$ cat config.mk
export PLATFORM = sky130hd
export DESIGN_NAME = lclf_handler
export DESIGN_NICKNAME = d
export VERILOG_FILES = /design/src/include/lclf_pkg.sv /design/src/include/lclf_qual_if.sv /design/src/rtl/lclf_handler.sv /design/src/rtl/lclf_qualify.sv
export SDC_FILE = /design/constraint.sdc
export NUM_CORES = 1
export LEC_CHECK = 0
export BUFFER_PORTS_ARGS = -buffer_cell sky130_fd_sc_hd__buf_2
export CAP_MARGIN = 20
export CORE_MARGIN = 3
export CORE_UTILIZATION = 62
export DETAILED_ROUTE_END_ITERATION = 16
export PLACE_DENSITY = 0.89
export SLEW_MARGIN = 10
export SYNTH_ARGS = -nofsm -noshare
export SYNTH_HDL_FRONTEND = slang
export SYNTH_SLANG_ARGS = --single-unit
$ cat constraint.sdc
create_clock -name i_sys_clk -period 12.3 [get_ports i_sys_clk]
set_clock_uncertainty 0.15 [all_clocks]
set_input_delay 0 -clock i_sys_clk [delete_from_list [all_inputs] [get_ports i_sys_clk]]
set_output_delay 0 -clock i_sys_clk [all_outputs]
set_load 0.03 [all_outputs]
$ cat src/include/lclf_pkg.sv
// constants and types of the current-limit lock fault handler
// assumes one 25 MHz clock and a 32-bit Avalon-MM register port
package lclf_pkg;
  // timing
  localparam int unsigned CLK_HZ       = 25_000_000;
  localparam int unsigned TICK_US      = 10;
  localparam int unsigned TICK_CYCLES  = CLK_HZ / 1_000_000 * TICK_US;
  localparam int unsigned TICKS_PER_MS = 1000 / TICK_US;
  localparam int unsigned TICK_W       = 16;
  localparam int unsigned RTMR_W       = 20;
  // deglitch times in microseconds, index is the code
  localparam int unsigned DEG_US [15] = '{
    50, 100, 200, 500, 1000, 2500, 5000, 7500,
    10000, 25000, 50000, 75000, 100000, 200000, 500000};
  // register byte offsets
  localparam logic [7:0] OFS_CFG   = 8'h00;
  localparam logic [7:0] OFS_RETRY = 8'h04;
  localparam logic [7:0] OFS_STAT  = 8'h08;
  localparam logic [7:0] OFS_IRQS  = 8'h0C;
  localparam logic [7:0] OFS_IRQM  = 8'h10;
  localparam logic [7:0] OFS_CMD   = 8'h14;
  // field positions
  localparam int unsigned CFG_ACT_LSB = 7;
  localparam int unsigned CFG_DEG_LSB = 11;
  localparam int unsigned RTY_MS_LSB  = 0;
  localparam int unsigned RTY_MS_W    = 12;
  localparam int unsigned RTY_CNT_LSB = 16;
  localparam int unsigned STAT_FAULT  = 0;
  localparam int unsigned STAT_LATCH  = 1;
  localparam int unsigned STAT_QUAL   = 2;
  localparam int unsigned STAT_DRV    = 4;
  localparam int unsigned STAT_USED   = 8;
  localparam int unsigned CMD_CLR     = 0;
  localparam int unsigned IRQ_EVT     = 0;
  localparam int unsigned IRQ_RETRY   = 1;
  localparam int unsigned IRQ_LATCH   = 2;
  localparam int unsigned IRQ_W       = 3;
  // reset values
  localparam logic [3:0]  RST_ACT    = 4'h9;
  localparam logic [3:0]  RST_DEG    = 4'h0;
  localparam logic [11:0] RST_RTY_MS = 12'h064;
  localparam logic [3:0]  RST_RTY_N  = 4'h3;
  // action codes
  localparam logic [3:0] ACT_HIZ    = 4'h4;
  localparam logic [3:0] ACT_RECIRC = 4'h5;
  localparam logic [3:0] ACT_HSB    = 4'h6;
  localparam logic [3:0] ACT_LSB    = 4'h7;
  localparam logic [3:0] ACT_REPORT = 4'h8;

  typedef enum logic [2:0] {
    DRV_NORMAL   = 3'h0,
    DRV_HIZ      = 3'h1,
    DRV_RECIRC   = 3'h2,
    DRV_HS_BRAKE = 3'h3,
    DRV_LS_BRAKE = 3'h4
  } lclf_drive_e;

  typedef enum logic [3:0] {
    ST_IDLE   = 4'b0001,
    ST_RETRY  = 4'b0010,
    ST_LATCH  = 4'b0100,
    ST_REPORT = 4'b1000
  } lclf_state_e;
endpackage

$ cat src/include/lclf_qual_if.sv
// carrier between the fault handler and its deglitch qualifier
// assumes both ends run on the same clock
`timescale 1ns/1ps
interface lclf_qual_if;
  logic                           tick;
  logic                           cond;
  logic                           enable;
  logic                           restart;
  logic [lclf_pkg::TICK_W-1:0]    limit;
  logic                           evt;
  logic                           qualified;
  modport ctl (output tick, cond, enable, restart, limit,
               input evt, qualified);
  modport qual (input tick, cond, enable, restart, limit,
                output evt, qualified);
endinterface

$ cat src/rtl/lclf_handler.sv
// current-limit lock fault handler with Avalon-MM register slave
// assumes current-limit flag synchronous to i_sys_clk
`timescale 1ns/1ps
module lclf_handler #(
  parameter int unsigned P_TICK_CYCLES = lclf_pkg::TICK_CYCLES
) (
  // clock and reset
  input  wire logic        i_sys_clk,
  input  wire logic        i_resetn,
  // avalon-mm slave
  input  wire logic [7:0]  i_address,
  input  wire logic        i_read,
  input  wire logic        i_write,
  input  wire logic [31:0] i_writedata,
  input  wire logic [3:0]  i_byteenable,
  output logic [31:0]      o_readdata,
  output logic             o_waitrequest,
  // current-limit condition
  input  wire logic        i_current_limit,
  // fault outputs
  output logic             o_fault_indicator_n,
  output logic [2:0]       o_drive_mode,
  output logic             o_irq
);
  localparam int unsigned PW = 12;

  // byte-lane merge of a write into a register
  function automatic logic [31:0] merge(input logic [31:0] old,
                                        input logic [31:0] wd,
                                        input logic [3:0]  be);
    logic [31:0] r;
    r = old;
    for (int b = 0; b < 4; b++) begin
      if (be[b]) begin
        r[8*b +: 8] = wd[8*b +: 8];
      end
    end
    return r;
  endfunction

  // codes that run the retry sequence
  function automatic logic is_retry(input logic [3:0] a);
    return (a >= lclf_pkg::ACT_HIZ) && (a <= lclf_pkg::ACT_LSB);
  endfunction

  // codes for which detection runs at all
  function automatic logic is_on(input logic [3:0] a);
    return is_retry(a) || (a == lclf_pkg::ACT_REPORT);
  endfunction

  // output-stage state for a retry code
  function automatic lclf_pkg::lclf_drive_e drv_of(input logic [3:0] a);
    case (a)
      lclf_pkg::ACT_HIZ:    return lclf_pkg::DRV_HIZ;
      lclf_pkg::ACT_RECIRC: return lclf_pkg::DRV_RECIRC;
      lclf_pkg::ACT_HSB:    return lclf_pkg::DRV_HS_BRAKE;
      lclf_pkg::ACT_LSB:    return lclf_pkg::DRV_LS_BRAKE;
      default:              return lclf_pkg::DRV_NORMAL;
    endcase
  endfunction

  // deglitch code to ticks
  function automatic logic [lclf_pkg::TICK_W-1:0] deg_ticks(
      input logic [3:0] c);
    int unsigned us;
    us = (c == 4'hF) ? lclf_pkg::DEG_US[14] : lclf_pkg::DEG_US[c];
    return lclf_pkg::TICK_W'(us / lclf_pkg::TICK_US);
  endfunction

  lclf_qual_if qif ();

  lclf_qualify u_qual (
    .i_sys_clk (i_sys_clk),
    .i_resetn  (i_resetn),
    .q         (qif.qual)
  );

  // ---------------- register bus ----------------
  logic [3:0]             act_reg;
  logic [3:0]             act_next;
  logic [3:0]             deg_reg;
  logic [3:0]             deg_next;
  logic [11:0]            rms_reg;
  logic [11:0]            rms_next;
  logic [3:0]             rcnt_reg;
  logic [3:0]             rcnt_next;
  logic [lclf_pkg::IRQ_W-1:0] mask_reg;
  logic [lclf_pkg::IRQ_W-1:0] mask_next;
  logic [31:0]            rdata_reg;
  logic [31:0]            rdata_next;
  logic                   wait_reg;
  logic                   wait_next;
  logic                   accept;
  logic                   done_wr;
  logic                   done_rd;
  logic                   clr_cmd;
  logic [31:0]            cfg_word;
  logic [31:0]            rty_word;
  logic [31:0]            stat_word;
  logic [31:0]            w_cfg;
  logic [31:0]            w_rty;
  logic [31:0]            w_msk;

  // state of the fault sequence, declared early for the read mux
  lclf_pkg::lclf_state_e  st_reg;
  lclf_pkg::lclf_state_e  st_next;
  logic [2:0]             drv_reg;
  logic [2:0]             drv_next;
  logic                   fault_n_reg;
  logic                   fault_n_next;
  logic [3:0]             used_reg;
  logic [3:0]             used_next;
  logic [lclf_pkg::RTMR_W-1:0] rtmr_reg;
  logic [lclf_pkg::RTMR_W-1:0] rtmr_next;
  logic [lclf_pkg::IRQ_W-1:0]  irqs_reg;
  logic [lclf_pkg::IRQ_W-1:0]  irqs_next;
  logic [lclf_pkg::IRQ_W-1:0]  irq_set;
  logic                   irq_reg;
  logic                   irq_next;
  logic                   restart;

  // one wait cycle, then the request completes
  assign accept  = (i_read || i_write) && wait_reg;
  assign done_wr = i_write && !wait_reg;
  assign done_rd = i_read && !wait_reg;
  assign clr_cmd = done_wr && (i_address == lclf_pkg::OFS_CMD)
                   && i_byteenable[0]
                   && i_writedata[lclf_pkg::CMD_CLR];

  always_comb begin
    cfg_word = '0;
    cfg_word[lclf_pkg::CFG_ACT_LSB +: 4] = act_reg;
    cfg_word[lclf_pkg::CFG_DEG_LSB +: 4] = deg_reg;
    rty_word = '0;
    rty_word[lclf_pkg::RTY_MS_LSB +: lclf_pkg::RTY_MS_W] = rms_reg;
    rty_word[lclf_pkg::RTY_CNT_LSB +: 4] = rcnt_reg;
    stat_word = '0;
    stat_word[lclf_pkg::STAT_FAULT] = !fault_n_reg;
    stat_word[lclf_pkg::STAT_LATCH] = (st_reg == lclf_pkg::ST_LATCH);
    stat_word[lclf_pkg::STAT_QUAL]  = qif.qualified;
    stat_word[lclf_pkg::STAT_DRV +: 3]  = drv_reg;
    stat_word[lclf_pkg::STAT_USED +: 4] = used_reg;
  end

  always_comb begin
    w_cfg     = merge(cfg_word, i_writedata, i_byteenable);
    w_rty     = merge(rty_word, i_writedata, i_byteenable);
    w_msk     = merge(32'(mask_reg), i_writedata, i_byteenable);
    act_next  = act_reg;
    deg_next  = deg_reg;
    rms_next  = rms_reg;
    rcnt_next = rcnt_reg;
    mask_next = mask_reg;
    wait_next = !accept;
    rdata_next = rdata_reg;
    if (done_wr) begin
      case (i_address)
        lclf_pkg::OFS_CFG: begin
          act_next = w_cfg[lclf_pkg::CFG_ACT_LSB +: 4];
          deg_next = w_cfg[lclf_pkg::CFG_DEG_LSB +: 4];
        end
        lclf_pkg::OFS_RETRY: begin
          rms_next  = w_rty[lclf_pkg::RTY_MS_LSB +: lclf_pkg::RTY_MS_W];
          rcnt_next = w_rty[lclf_pkg::RTY_CNT_LSB +: 4];
        end
        lclf_pkg::OFS_IRQM: mask_next = w_msk[lclf_pkg::IRQ_W-1:0];
        default: ;
      endcase
    end
    if (accept) begin
      case (i_address)
        lclf_pkg::OFS_CFG:   rdata_next = cfg_word;
        lclf_pkg::OFS_RETRY: rdata_next = rty_word;
        lclf_pkg::OFS_STAT:  rdata_next = stat_word;
        lclf_pkg::OFS_IRQS:  rdata_next = 32'(irqs_reg);
        lclf_pkg::OFS_IRQM:  rdata_next = 32'(mask_reg);
        default:             rdata_next = '0;
      endcase
    end
  end

  always_ff @(posedge i_sys_clk or negedge i_resetn) begin
    if (!i_resetn) begin
      act_reg   <= lclf_pkg::RST_ACT;
      deg_reg   <= lclf_pkg::RST_DEG;
      rms_reg   <= lclf_pkg::RST_RTY_MS;
      rcnt_reg  <= lclf_pkg::RST_RTY_N;
      mask_reg  <= '0;
      wait_reg  <= 1'b1;
      rdata_reg <= '0;
    end else begin
      act_reg   <= act_next;
      deg_reg   <= deg_next;
      rms_reg   <= rms_next;
      rcnt_reg  <= rcnt_next;
      mask_reg  <= mask_next;
      wait_reg  <= wait_next;
      rdata_reg <= rdata_next;
    end
  end

  // ---------------- tick prescaler ----------------
  logic [PW-1:0] pre_reg;
  logic [PW-1:0] pre_next;
  logic          tick_reg;
  logic          tick_next;

  always_comb begin
    tick_next = (pre_reg == PW'(P_TICK_CYCLES - 1));
    pre_next  = tick_next ? '0 : pre_reg + 1'b1;
  end

  always_ff @(posedge i_sys_clk or negedge i_resetn) begin
    if (!i_resetn) begin
      pre_reg  <= '0;
      tick_reg <= 1'b0;
    end else begin
      pre_reg  <= pre_next;
      tick_reg <= tick_next;
    end
  end

  assign qif.tick    = tick_reg;
  assign qif.cond    = i_current_limit;
  assign qif.enable  = is_on(act_reg);
  assign qif.restart = restart;
  assign qif.limit   = deg_ticks(deg_reg);

  // ---------------- fault sequence ----------------
  logic [lclf_pkg::RTMR_W-1:0] rty_ticks;
  assign rty_ticks = lclf_pkg::RTMR_W'(rms_reg)
                     * lclf_pkg::RTMR_W'(lclf_pkg::TICKS_PER_MS);

  always_comb begin
    st_next      = st_reg;
    drv_next     = drv_reg;
    fault_n_next = fault_n_reg;
    used_next    = used_reg;
    rtmr_next    = rtmr_reg;
    irq_set      = '0;
    restart      = 1'b0;
    if (!is_on(act_reg)) begin
      st_next      = lclf_pkg::ST_IDLE;
      drv_next     = lclf_pkg::DRV_NORMAL;
      fault_n_next = 1'b1;
    end else begin
      case (st_reg)
        lclf_pkg::ST_IDLE: begin
          if (qif.evt) begin
            irq_set[lclf_pkg::IRQ_EVT] = 1'b1;
            fault_n_next = 1'b0;
            if (act_reg == lclf_pkg::ACT_REPORT) begin
              st_next = lclf_pkg::ST_REPORT;
            end else begin
              st_next   = lclf_pkg::ST_RETRY;
              drv_next  = drv_of(act_reg);
              rtmr_next = '0;
            end
          end
        end
        lclf_pkg::ST_RETRY: begin
          if (rtmr_reg >= rty_ticks) begin
            if (used_reg < rcnt_reg) begin
              st_next      = lclf_pkg::ST_IDLE;
              used_next    = used_reg + 1'b1;
              drv_next     = lclf_pkg::DRV_NORMAL;
              fault_n_next = 1'b1;
              restart      = 1'b1;
              irq_set[lclf_pkg::IRQ_RETRY] = 1'b1;
            end else begin
              st_next = lclf_pkg::ST_LATCH;
              irq_set[lclf_pkg::IRQ_LATCH] = 1'b1;
            end
          end else if (tick_reg) begin
            rtmr_next = rtmr_reg + 1'b1;
          end
        end
        lclf_pkg::ST_LATCH: begin
          if (clr_cmd) begin
            st_next      = lclf_pkg::ST_IDLE;
            used_next    = '0;
            drv_next     = lclf_pkg::DRV_NORMAL;
            fault_n_next = 1'b1;
            restart      = 1'b1;
          end
        end
        lclf_pkg::ST_REPORT: begin
          if (!qif.qualified || act_reg != lclf_pkg::ACT_REPORT) begin
            st_next      = lclf_pkg::ST_IDLE;
            fault_n_next = 1'b1;
          end
        end
        default: begin
          st_next      = lclf_pkg::ST_IDLE;
          drv_next     = lclf_pkg::DRV_NORMAL;
          fault_n_next = 1'b1;
        end
      endcase
    end
    if (clr_cmd && st_reg != lclf_pkg::ST_LATCH) begin
      used_next = '0;
    end
  end

  // sticky status: a set in the clearing cycle survives
  always_comb begin
    irqs_next = irqs_reg;
    if (done_rd && i_address == lclf_pkg::OFS_IRQS) begin
      irqs_next = '0;
    end
    irqs_next = irqs_next | irq_set;
    irq_next  = |(irqs_reg & mask_reg);
  end

  always_ff @(posedge i_sys_clk or negedge i_resetn) begin
    if (!i_resetn) begin
      st_reg      <= lclf_pkg::ST_IDLE;
      drv_reg     <= lclf_pkg::DRV_NORMAL;
      fault_n_reg <= 1'b1;
      used_reg    <= '0;
      rtmr_reg    <= '0;
      irqs_reg    <= '0;
      irq_reg     <= 1'b0;
    end else begin
      st_reg      <= st_next;
      drv_reg     <= drv_next;
      fault_n_reg <= fault_n_next;
      used_reg    <= used_next;
      rtmr_reg    <= rtmr_next;
      irqs_reg    <= irqs_next;
      irq_reg     <= irq_next;
    end
  end

  assign o_readdata          = rdata_reg;
  assign o_waitrequest       = wait_reg;
  assign o_fault_indicator_n = fault_n_reg;
  assign o_drive_mode        = drv_reg;
  assign o_irq               = irq_reg;
endmodule

$ cat src/rtl/lclf_qualify.sv
// deglitch qualifier: counts ticks of an unbroken condition
// assumes tick is a one-cycle pulse from the handler's prescaler
`timescale 1ns/1ps
module lclf_qualify (
  // clock and reset
  input  wire logic   i_sys_clk,
  input  wire logic   i_resetn,
  // handler side
  lclf_qual_if.qual   q
);
  logic [lclf_pkg::TICK_W-1:0] cnt_reg;
  logic [lclf_pkg::TICK_W-1:0] cnt_next;
  logic                        done_reg;
  logic                        done_next;
  logic                        evt_reg;
  logic                        evt_next;

  always_comb begin
    cnt_next  = cnt_reg;
    done_next = done_reg;
    evt_next  = 1'b0;
    if (!q.enable || !q.cond || q.restart) begin
      cnt_next  = '0;
      done_next = 1'b0;
    end else if (q.tick && !done_reg) begin
      if (cnt_reg + 1'b1 >= q.limit) begin
        done_next = 1'b1;
        evt_next  = 1'b1;
      end else begin
        cnt_next = cnt_reg + 1'b1;
      end
    end
  end

  always_ff @(posedge i_sys_clk or negedge i_resetn) begin
    if (!i_resetn) begin
      cnt_reg  <= '0;
      done_reg <= 1'b0;
      evt_reg  <= 1'b0;
    end else begin
      cnt_reg  <= cnt_next;
      done_reg <= done_next;
      evt_reg  <= evt_next;
    end
  end

  assign q.evt       = evt_reg;
  assign q.qualified = done_reg;
endmodule
Yosys cells after proc, flatten, opt, wreduce, memory -nomap -nowiden
Memory sizes are Yosys's and may differ from the RTL's. Cells that the tools add are included.

Bitwise operators: 3. Order comparisons: 6. Equal/unequal tests: 33. $mul: 1. Add/subtract/negate cells: 4. Shift-type cells: 0. Divide/modulo/power cells: 1. Reductions and logical operators: 41. Mux-type cells: 60.

Operators with widths (count): 20-bit case mux with 5 select lines (1); 32-bit two-way mux (3); 20-bit two-way mux (4); 16-bit two-way mux (3); 4-bit two-way mux (11); 20-bit case mux with 2 select lines (1); 32-bit by 4-bit divider with 32-bit output, second input constant (1); 3-bit two-way mux (9); 3-bit case mux with 4 select lines (2); 3-bit inequality test, second input constant (7); 20-bit by 1-bit adder with 20-bit output, second input constant (1); 4-bit by 3-bit == test with 1-bit output, second input constant (5); 20-bit by 19-bit greater-or-equal comparator with 1-bit output (1); 1-bit two-way mux (19); 3-bit AND reduction (6); 12-bit by 5-bit multiplier with 17-bit output, second input constant (1); 16-bit by 1-bit adder with 16-bit output, second input constant (1); 8-bit by 4-bit == test with 1-bit output, second input constant (2); 8-bit by 5-bit == test with 1-bit output, second input constant (2); 16-bit greater-or-equal comparator (1); 4-bit case mux with 4 select lines (1); 12-bit by 1-bit adder with 12-bit output, second input constant (1); 12-bit by 8-bit == test with 1-bit output, second input constant (1); 4-bit == test, second input constant (3); other kinds (32) (62).

Bits in registers: 127. Bits in read-only memories: 512. Memories: 1. Bits in writable memories: 0. Logic and storage cells: 171. Output and inout port bits: 38. Input bits: 49. Latch bits: 0.

Memories: (no name shown) (words 16, width 32, rd ports 1, clocked after memory_dff 0, write ports 0, line lclf_handler.sv:66) `us = (c == 4'hF) ? lclf_pkg::DEG_US[14] : lclf_pkg::DEG_US[c];`.

Longest topological paths before layout
Gate-level depths: netlist (run 1).

Word-level depth: 11. Mapped depth: 43. Mapped depth without buffers: 38.

Modules after synthesis
Synthesis (run 1) repeated with hierarchy kept, for this count alone.

Cell total of the unflattened synthesis: 1189. Area, all modules: 9999.6 um^2.

Modules (own cells, without submodules): lclf_handler (cells each 1012, area each 8501.9 um^2, sequential area each 2414.8 um^2, instances 1); lclf_qualify (cells each 177, area each 1497.7 um^2, sequential area each 450.4 um^2, instances 1).

Least setup slack after synthesis (run 1)
No wires, ideal clock.

Kind: register to register. From: reg deg_reg[0]. To: reg u_qual.cnt_reg[3] in the netlist's numbering. Clock period less this slack: 8.688 ns. Data arrival time: 8.455 ns. Slack: 3.612 ns. Setup time: 0.083 ns. Stages on the path, launching flop included: 40. Buffers on the path: 3. Cells stage by stage: dfrtp_1 > clkinv_1 > ha_1 > buf_6 > and4b_1 > a2111o_1 > a41oi_4 > a221o_2 > mux2i_1 > o221ai_2 > a311oi_1 > or2_1 > buf_6 > a311oi_1 > a41oi_2 > mux2_2 > buf_6 > xnor2_1 > (+4 left out) > ha_1 > nand2b_1 > a21o_1 > a21o_1 > a21o_1 > a21o_1 > a21o_1 > a21o_1 > a21o_1 > a21o_1 > a21o_1 > a21o_1 > a21o_1 > a21o_1 > a211oi_1 > o21ai_1 > or3_1 > a21oi_1.

Longest elaborated chain between the ends: 9. Elaborated cells between the ends (all ways): 10. Classes of those cells: 1 x div; 1 x order compare; 2 x eq/ne; 3 x mux; 1 x bitwise; 1 x reduce/logical; 1 x memory.

Ends and longest elaborated chain: start: declaration (line lclf_handler.sv:81) `logic [3:0] deg_reg;`; start signal: assignment (line lclf_handler.sv:185) `deg_reg <= lclf_pkg::RST_DEG;`; start signal: assignment (line lclf_handler.sv:193) `deg_reg <= deg_next;`; 4-bit inverter with 5-bit output (implied by the code) (line lclf_handler.sv:66); memory 16 x 32 bit; 32-bit two-way mux (implied by the code) (2 in a row) (line lclf_handler.sv:66); 32-bit two-way mux (*) (line lclf_handler.sv:66); 32-bit by 4-bit divider with 32-bit output (*) (line lclf_handler.sv:67) `return lclf_pkg::TICK_W'(us / lclf_pkg::TICK_US);`; 16-bit greater-or-equal comparator (*) (line lclf_qualify.sv:26) `if (cnt_reg + 1'b1 >= q.limit) begin`; 2-bit by 1-bit inequality test with 1-bit output (no line) (*); 2-bit AND reduction (no line) (*); end signal: assignment (line lclf_qualify.sv:41) `cnt_reg <= cnt_next;`; end: declaration (line lclf_qualify.sv:11) `logic [lclf_pkg::TICK_W-1:0] cnt_reg;`.

Mark *: on every way between the ends. The rest lies on a longest branch, timed or not. The select of a mux whose other input is x is not followed. A chain may end at the register's enable or synchronous reset.

Worst setup path after layout (run 1)
From: reg deg_reg[0]. To: reg u_qual.cnt_reg[4] in the netlist's numbering.

Same word-level chain as after synthesis.

==> flow_metrics.py, run 1 <==
metrics = {
    "floorplanning": {
        "dieWidth_um": 132,
        "initial_utilization_pct": 64.1,
        "coreArea_um2": 15400,
        "num_io_pins": 87,
        "rows": 45,
        "die_h_um": 132,
        "dieArea_um2": 17500,
    },
    "routing": {
        "post-route-drc-count": 0,
        "wl_per_cell_um": 18.8,
        "drtIter0Drc": 961,
        "via_per_inst": 6.46,
        "vias": 8985,
        "wirelength_mm": 26.2,
        "postRouteAntennaNets": 0,
        "dr.pass1.iters": 6,
    },
    "timing": {
        "finalSetupTns_ns": 0,
        "fin_ws_ns": 1.96,
        "tightest_slew_ns": 1.11,
        "max_freq_mhz": 96.7,
        "setup_viol": 0,
        "slew_viol_final": 0,
        "whs_ns": 0.0197,
        "rsz0062_at_grt": "false",
        "layout_min_cycle_time_ns": 10.34,
        "min_period_over_period_pct": 84.1,
        "hold_viol": 0,
        "max_slew_margin_pct": 24.8,
    },
    "hold_path": {
        "whs_path_depth": 3,
        "hold_path_class": "input pin to register",
    },
    "layout": {
        "post-route-util_pct": 72.2,
        "fin_nets": 1311,
        "diodes": 0,
        "multi_input_area_um2": 6420,
        "largest_reg_flops": 20,
        "drive_above_1_share_pct": 17.6,
        "instances_no_fill": 1390,
        "seqCellArea_um2": 2870,
        "num-fill-cells": 1080,
        "synthToLayoutAreaGrowth_pct": 12.5,
    },
    "grt": {
        "track_usage_pct": 29.8,
        "antenna_found_initial": 0,
        "grt_max_degree": 61,
        "grt_pass1_wl_mm": 43.3,
        "grt_pass1_vias": 8793,
        "gr-total-overflow": 0,
    },
    "power": {
        "p_leak_uw": 0.00517,
        "powerDensity_nw_per_um2": 114,
        "ir_drop_v": 0.000135,
    },
    "placement": {
        "io_buffers": 59,
        "gp_congestion": 0.918,
        "dp_hpwl_mm": 17.1,
        "dpl.cell_count": 1327,
        "dpl_worst_slack_ns": 2.15,
    },
    "critical_path": {
        "worst_r2r_path_depth": 38,
        "crit_top_cell": "a21o_1",
        "cp_slowest_cell": "xnor2_2",
        "cp-start-kind": "register",
        "required_ns": 12.47,
        "cpPeakStageDelay_ns": 0.59,
        "path_class": "register to register",
        "arrival_ns": 10.51,
        "critPathCaptureType": "register",
        "cp_max_fo": 13,
    },
    "logic_synthesis": {
        "ys_warn_count": 0,
        "syn_area_per_cell_um2": 9.03,
        "synthFlopType": "dfrtp_1",
        "synth.distinct_cells": 122,
        "synth_seq_cells": 114,
        "yosysSeqAreaShare_pct": 29.0,
        "netlist_instances": 1095,
        "synth-edff-count": 0,
        "synthArstFlopShare_pct": 100,
        "syn-cell-area_um2": 9890,
    },
    "cts": {
        "clk_latency_ns": 0.42,
        "path_clk_slew_ns": 0.06,
        "cts.repair.resized": 0,
        "clock_sinks": 114,
        "cts-buffers-inserted": 17,
        "htreeDepth": 4,
        "cts_tree": "built",
        "clock_path_buffers": 2,
        "clockRootBuffer": "clkbuf_16",
        "cts_setup_buffers": 0,
    },
    "flow_run": {
        "max-cap-violations": 0,
    },
    "outcome": {
        "status": "complete, no violations",
    },
}
[cell families (layout without fill, tap and decap cells)]
group	Yosys count	count (layout)	share of synthesized area, %
and+or+nand+nor	348	348	18.6
AOI/OAI and AO/OA	296	296	22.5
buffers and inverters	133	205	6.60
DFF	114	114	29.0
adders and majority gates	99	99	13.0
xor gates and xnor gates	59	59	5.37
muxes	45	45	5.00
other	1	13	0.0379
[area by class of cell]
cell class	instances	share of cell area, %
well taps	211	2.37
repair buffers	99	6.07
flip-flops and latches	114	25.7
inverters	74	2.50
clock inverters	9	1.15
multi-input cells	860	57.7
clock buffers	23	4.47
[cells in the mapped netlist, types with 8 or more instances]
| master | instances | area [um2] |
|---|---|---|
| o31ai_1 | 19 | 143 |
| inv_1 | 71 | 267 |
| clkbuf_1 | 23 | 86.3 |
| buf_6 | 9 | 101 |
| xor2_1 | 29 | 254 |
| nand2b_1 | 11 | 68.8 |
| ha_1 | 89 | 1110 |
| or3_1 | 13 | 81.3 |
| dfstp_2 | 10 | 263 |
| o21ai_0 | 55 | 275 |
| nand2_1 | 91 | 342 |
| nand3_1 | 41 | 205 |
| mux2_2 | 31 | 349 |
| buf_4 | 20 | 150 |
| a21oi_1 | 51 | 255 |
| nor2b_1 | 10 | 62.6 |
| a21o_1 | 30 | 225 |
| a31oi_1 | 8 | 50.1 |
| mux2i_1 | 13 | 130 |
| nor3_1 | 18 | 90.1 |
| xnor2_1 | 28 | 245 |
| o211ai_1 | 21 | 158 |
| and3_1 | 14 | 87.6 |
| dfrtp_1 | 104 | 2600 |
| nor2_1 | 75 | 282 |
[critical path, delay by kind of cell (launching register included)]
kind	cells	cell delay, ns
AOI/OAI and AO/OA	24	5.32
and+or+nand+nor	6	1.43
adders and majority gates	3	1.20
xor gates and xnor gates	2	0.80
buffers and inverters	2	0.61
DFF	1	0.53
muxes	1	0.18
[where the power goes]
| group | switching [uW] | internal [uW] |
|---|---|---|
| clock | 181 | 344 |
| sequential | 4.07 | 379 |
| combinational | 214 | 149 |
[metrics by stage]
stage | cell area [um2] | total power, uW
floorplan | 9940 | 678
global route | 11100 | 1320
CTS | 11100 | 1260
finish | 11100 | 1270
global placement | 10200 | 721
detailed placement | 10200 | 732
[routing by layer]
layer	global-route usage (%)	wire length (um)
met1	37.4	10600
met4	13.4	1050
met5	0	0
met3	6.07	1860
met2	49.8	12700
[timing repair]
| action | in CTS | in global routing |
|---|---|---|
| hold buffers | 31 | 0 |
| hold endpoints to repair | 88 | 0 |
| endpoints found under the setup margin | 0 | 0 |
[layout by cell type, fill, tap and decap left out, types with 41 or more instances in the layout]
cell / n
nand2_1: 91
buf_2: 58
nand3_1: 41
nor2_1: 75
inv_1: 71
ha_1: 89
dfrtp_1: 104
a21oi_1: 51
o21ai_0: 54
[path summary, 6_finish.rpt]
check | startpoint | end | slack [ns]
worst max register to register | deg_reg[0]$_DFFE_PN0P_ | u_qual.cnt_reg[4]$_DFFE_PN0P_ | 1.96
worst min register to register | pre_reg[11]$_DFF_PN0_ | pre_reg[11]$_DFF_PN0_ | 0.33
max in group asynchronous | i_resetn | deg_reg[2]$_DFFE_PN0P_ | 10.75
worst max-delay path | deg_reg[0]$_DFFE_PN0P_ | u_qual.cnt_reg[4]$_DFFE_PN0P_ | 1.96
worst min-delay path | i_address[2] | o_readdata[7]$_DFFE_PN0P_ | 0.02
min in group asynchronous | i_resetn | rtmr_reg[8]$_DFFE_PN0P_ | 0.04
Note: power is estimated with default switching activity, not from simulation.
==> run 2, diff against run 1 <==
- clock period: 12.3 -> 10.5 ns (I/O delays scaled with it)
==> flow_metrics.py, run 2 (same netlist as run 1, synthesis figures left out) <==
metrics = {
    "outcome": {
        "status": "complete, no violations",
    },
    "power": {
        "pwr-share-comb_pct": 28.9,
        "powerDensity_nw_per_um2": 132,
        "ir_drop_v": 0.000115,
        "p_leak_uw": 0.00517,
        "intPower_uw": 1000,
        "clock_power_share_pct": 40.5,
        "p_seq_share_pct": 30.5,
        "p_sw_share_pct": 31.8,
        "netSwitchingPower_uw": 468,
    },
    "routing": {
        "vias": 9001,
        "postRouteAntennaNets": 0,
        "wl_per_cell_um": 19.3,
        "drtIter0Drc": 926,
        "dr.pass1.iters": 6,
        "via_per_inst": 6.47,
        "post-route-drc-count": 0,
        "wirelength_mm": 26.8,
    },
    "flow_run": {
        "max-cap-violations": 0,
    },
    "grt": {
        "grt_pass1_wl_mm": 44.4,
        "grt_max_degree": 63,
        "gr-total-overflow": 0,
        "antenna_found_initial": 0,
        "track_usage_pct": 30.7,
        "grt_pass1_vias": 9025,
    },
    "placement": {
        "dp_hpwl_mm": 17.3,
        "io_buffers": 59,
        "dpl.cell_count": 1327,
        "placed_area_um2": 10200,
        "gp_congestion": 0.924,
    },
    "timing": {
        "min_period_over_period_pct": 94.4,
        "layout_min_cycle_time_ns": 9.92,
        "rsz0062_at_grt": "false",
        "max_slew_margin_pct": 35.9,
        "setup_viol": 0,
        "tightest_slew_ns": 0.956,
        "max_freq_mhz": 101,
        "slew_viol_final": 0,
        "finalSetupTns_ns": 0,
        "hold_viol": 0,
    },
    "critical_path": {
        "r2r_end": "u_qual.cnt_reg[4]$_DFFE_PN0P_",
        "cp_slowest_cell": "dfrtp_1",
        "worst_r2r_path_depth": 37,
        "crit_top_cell": "a21o_1",
        "cp_max_fo": 10,
        "r2r_start": "deg_reg[0]$_DFFE_PN0P_",
        "cpPeakStageDelay_ns": 0.55,
        "path_class": "register to register",
        "required_ns": 10.67,
        "arrival_ns": 10.09,
        "critPathCaptureType": "register",
        "cp-start-kind": "register",
        "regToRegSetupSlack_ns": 0.58,
    },
    "floorplanning": {
        "coreArea_um2": 15400,
        "num_io_pins": 87,
        "rows": 45,
        "dieArea_um2": 17500,
        "initial_utilization_pct": 64.1,
        "die_h_um": 132,
        "dieWidth_um": 132,
    },
    "layout": {
        "final_cell_mix": "104 x dfrtp_1, 91 x nand2_1, 89 x ha_1",
        "num-fill-cells": 1048,
        "fin_nets": 1312,
        "final_area_um2": 11100,
        "largest_reg_flops": 20,
        "synthToLayoutAreaGrowth_pct": 12.6,
        "drive_above_1_share_pct": 17.5,
        "post-route-util_pct": 72.2,
        "layout_commonest_cell": "dfrtp_1",
        "instances_no_fill": 1392,
    },
    "cts": {
        "htreeDepth": 4,
        "cts_setup_buffers": 0,
        "clockRootBuffer": "clkbuf_16",
        "clock_sinks": 114,
        "cts-buffers-inserted": 17,
        "path_clk_slew_ns": 0.06,
        "cts_tree": "built",
        "clk_latency_ns": 0.43,
        "clock_path_buffers": 2,
    },
    "hold_path": {
        "hold_path_class": "input pin to async pin",
    },
}
[run 2: worst max-delay path by stage]
stage / start / to / slack, ns / cells past startpoint
floorplan: deg_reg[0]$_DFFE_PN0P_ / u_qual.cnt_reg[3]$_DFFE_PN0P_ / 1.81 / 39
global placement: deg_reg[0]$_DFFE_PN0P_ / u_qual.cnt_reg[3]$_DFFE_PN0P_ / 0.80 / 37
detailed placement: deg_reg[0]$_DFFE_PN0P_ / u_qual.cnt_reg[4]$_DFFE_PN0P_ / 0.66 / 37
CTS: deg_reg[0]$_DFFE_PN0P_ / u_qual.cnt_reg[4]$_DFFE_PN0P_ / 0.58 / 37
global route: deg_reg[1]$_DFFE_PN0P_ / u_qual.cnt_reg[4]$_DFFE_PN0P_ / 0.02 / 36
finish: deg_reg[0]$_DFFE_PN0P_ / u_qual.cnt_reg[4]$_DFFE_PN0P_ / 0.58 / 37
[run 2: repair_timing]
item | in CTS | in global routing
hold endpoints to repair | 88 | 0
hold buffers | 32 | 0
setup endpoints to repair | 0 | 5
resized for setup | 0 | 3
[run 2: through the flow]
step                hold WS [ns]  power, uW  setup WS, ns
detailed placement       -0.0564        857         0.661
global placement         -0.0639        844         0.801
global route              0.0639       1530        0.0153
floorplan                 -0.446        794          1.81
finish                    0.0265       1470         0.583
CTS                      0.00283       1450         0.576
[run 2: critical path: cells and delay by family (launching register included)]
family	cells	cell delay, ns
AOI/OAI and AO/OA	24	5.59
xor gates and xnor gates	1	0.21
adders and majority gates	3	1.13
buffers and inverters	1	0.32
DFF	1	0.55
muxes	2	0.47
and+or+nand+nor	6	1.40
[run 2: metal layers]
layer / track usage [%] / vias up / share of wire [%]
met3: 5.80 / 116 / 7.3
met2: 51.6 / 465 / 49
li1: - / 4108 / -
met4: 13.9 / 0 / 4.1
met5: 0 / - / 0
met1: 38.3 / 4312 / 40
[run 2: cell type report]
type | instances | area [um2] | share of cell area (%)
well taps | 211 | 264 | 2.37
clock inverters | 10 | 135 | 1.21
diodes | 1 | 2.50 | 0.0225
flip-flops and latches | 114 | 2870 | 25.7
repair buffers | 100 | 686 | 6.15
multi-input cells | 860 | 6440 | 57.8
clock buffers | 22 | 464 | 4.17
inverters | 74 | 282 | 2.53
[run 2: power groups by stage]
stage          sequential [uW]  clock (uW)  combinational [uW]
3_5_place_dp               456           0                 401
2_1_floorplan              455           0                 339
4_1_cts                    448         588                 412
5_1_grt                    449         618                 463
3_3_place_gp               455           0                 389
6_report                   449         597                 426
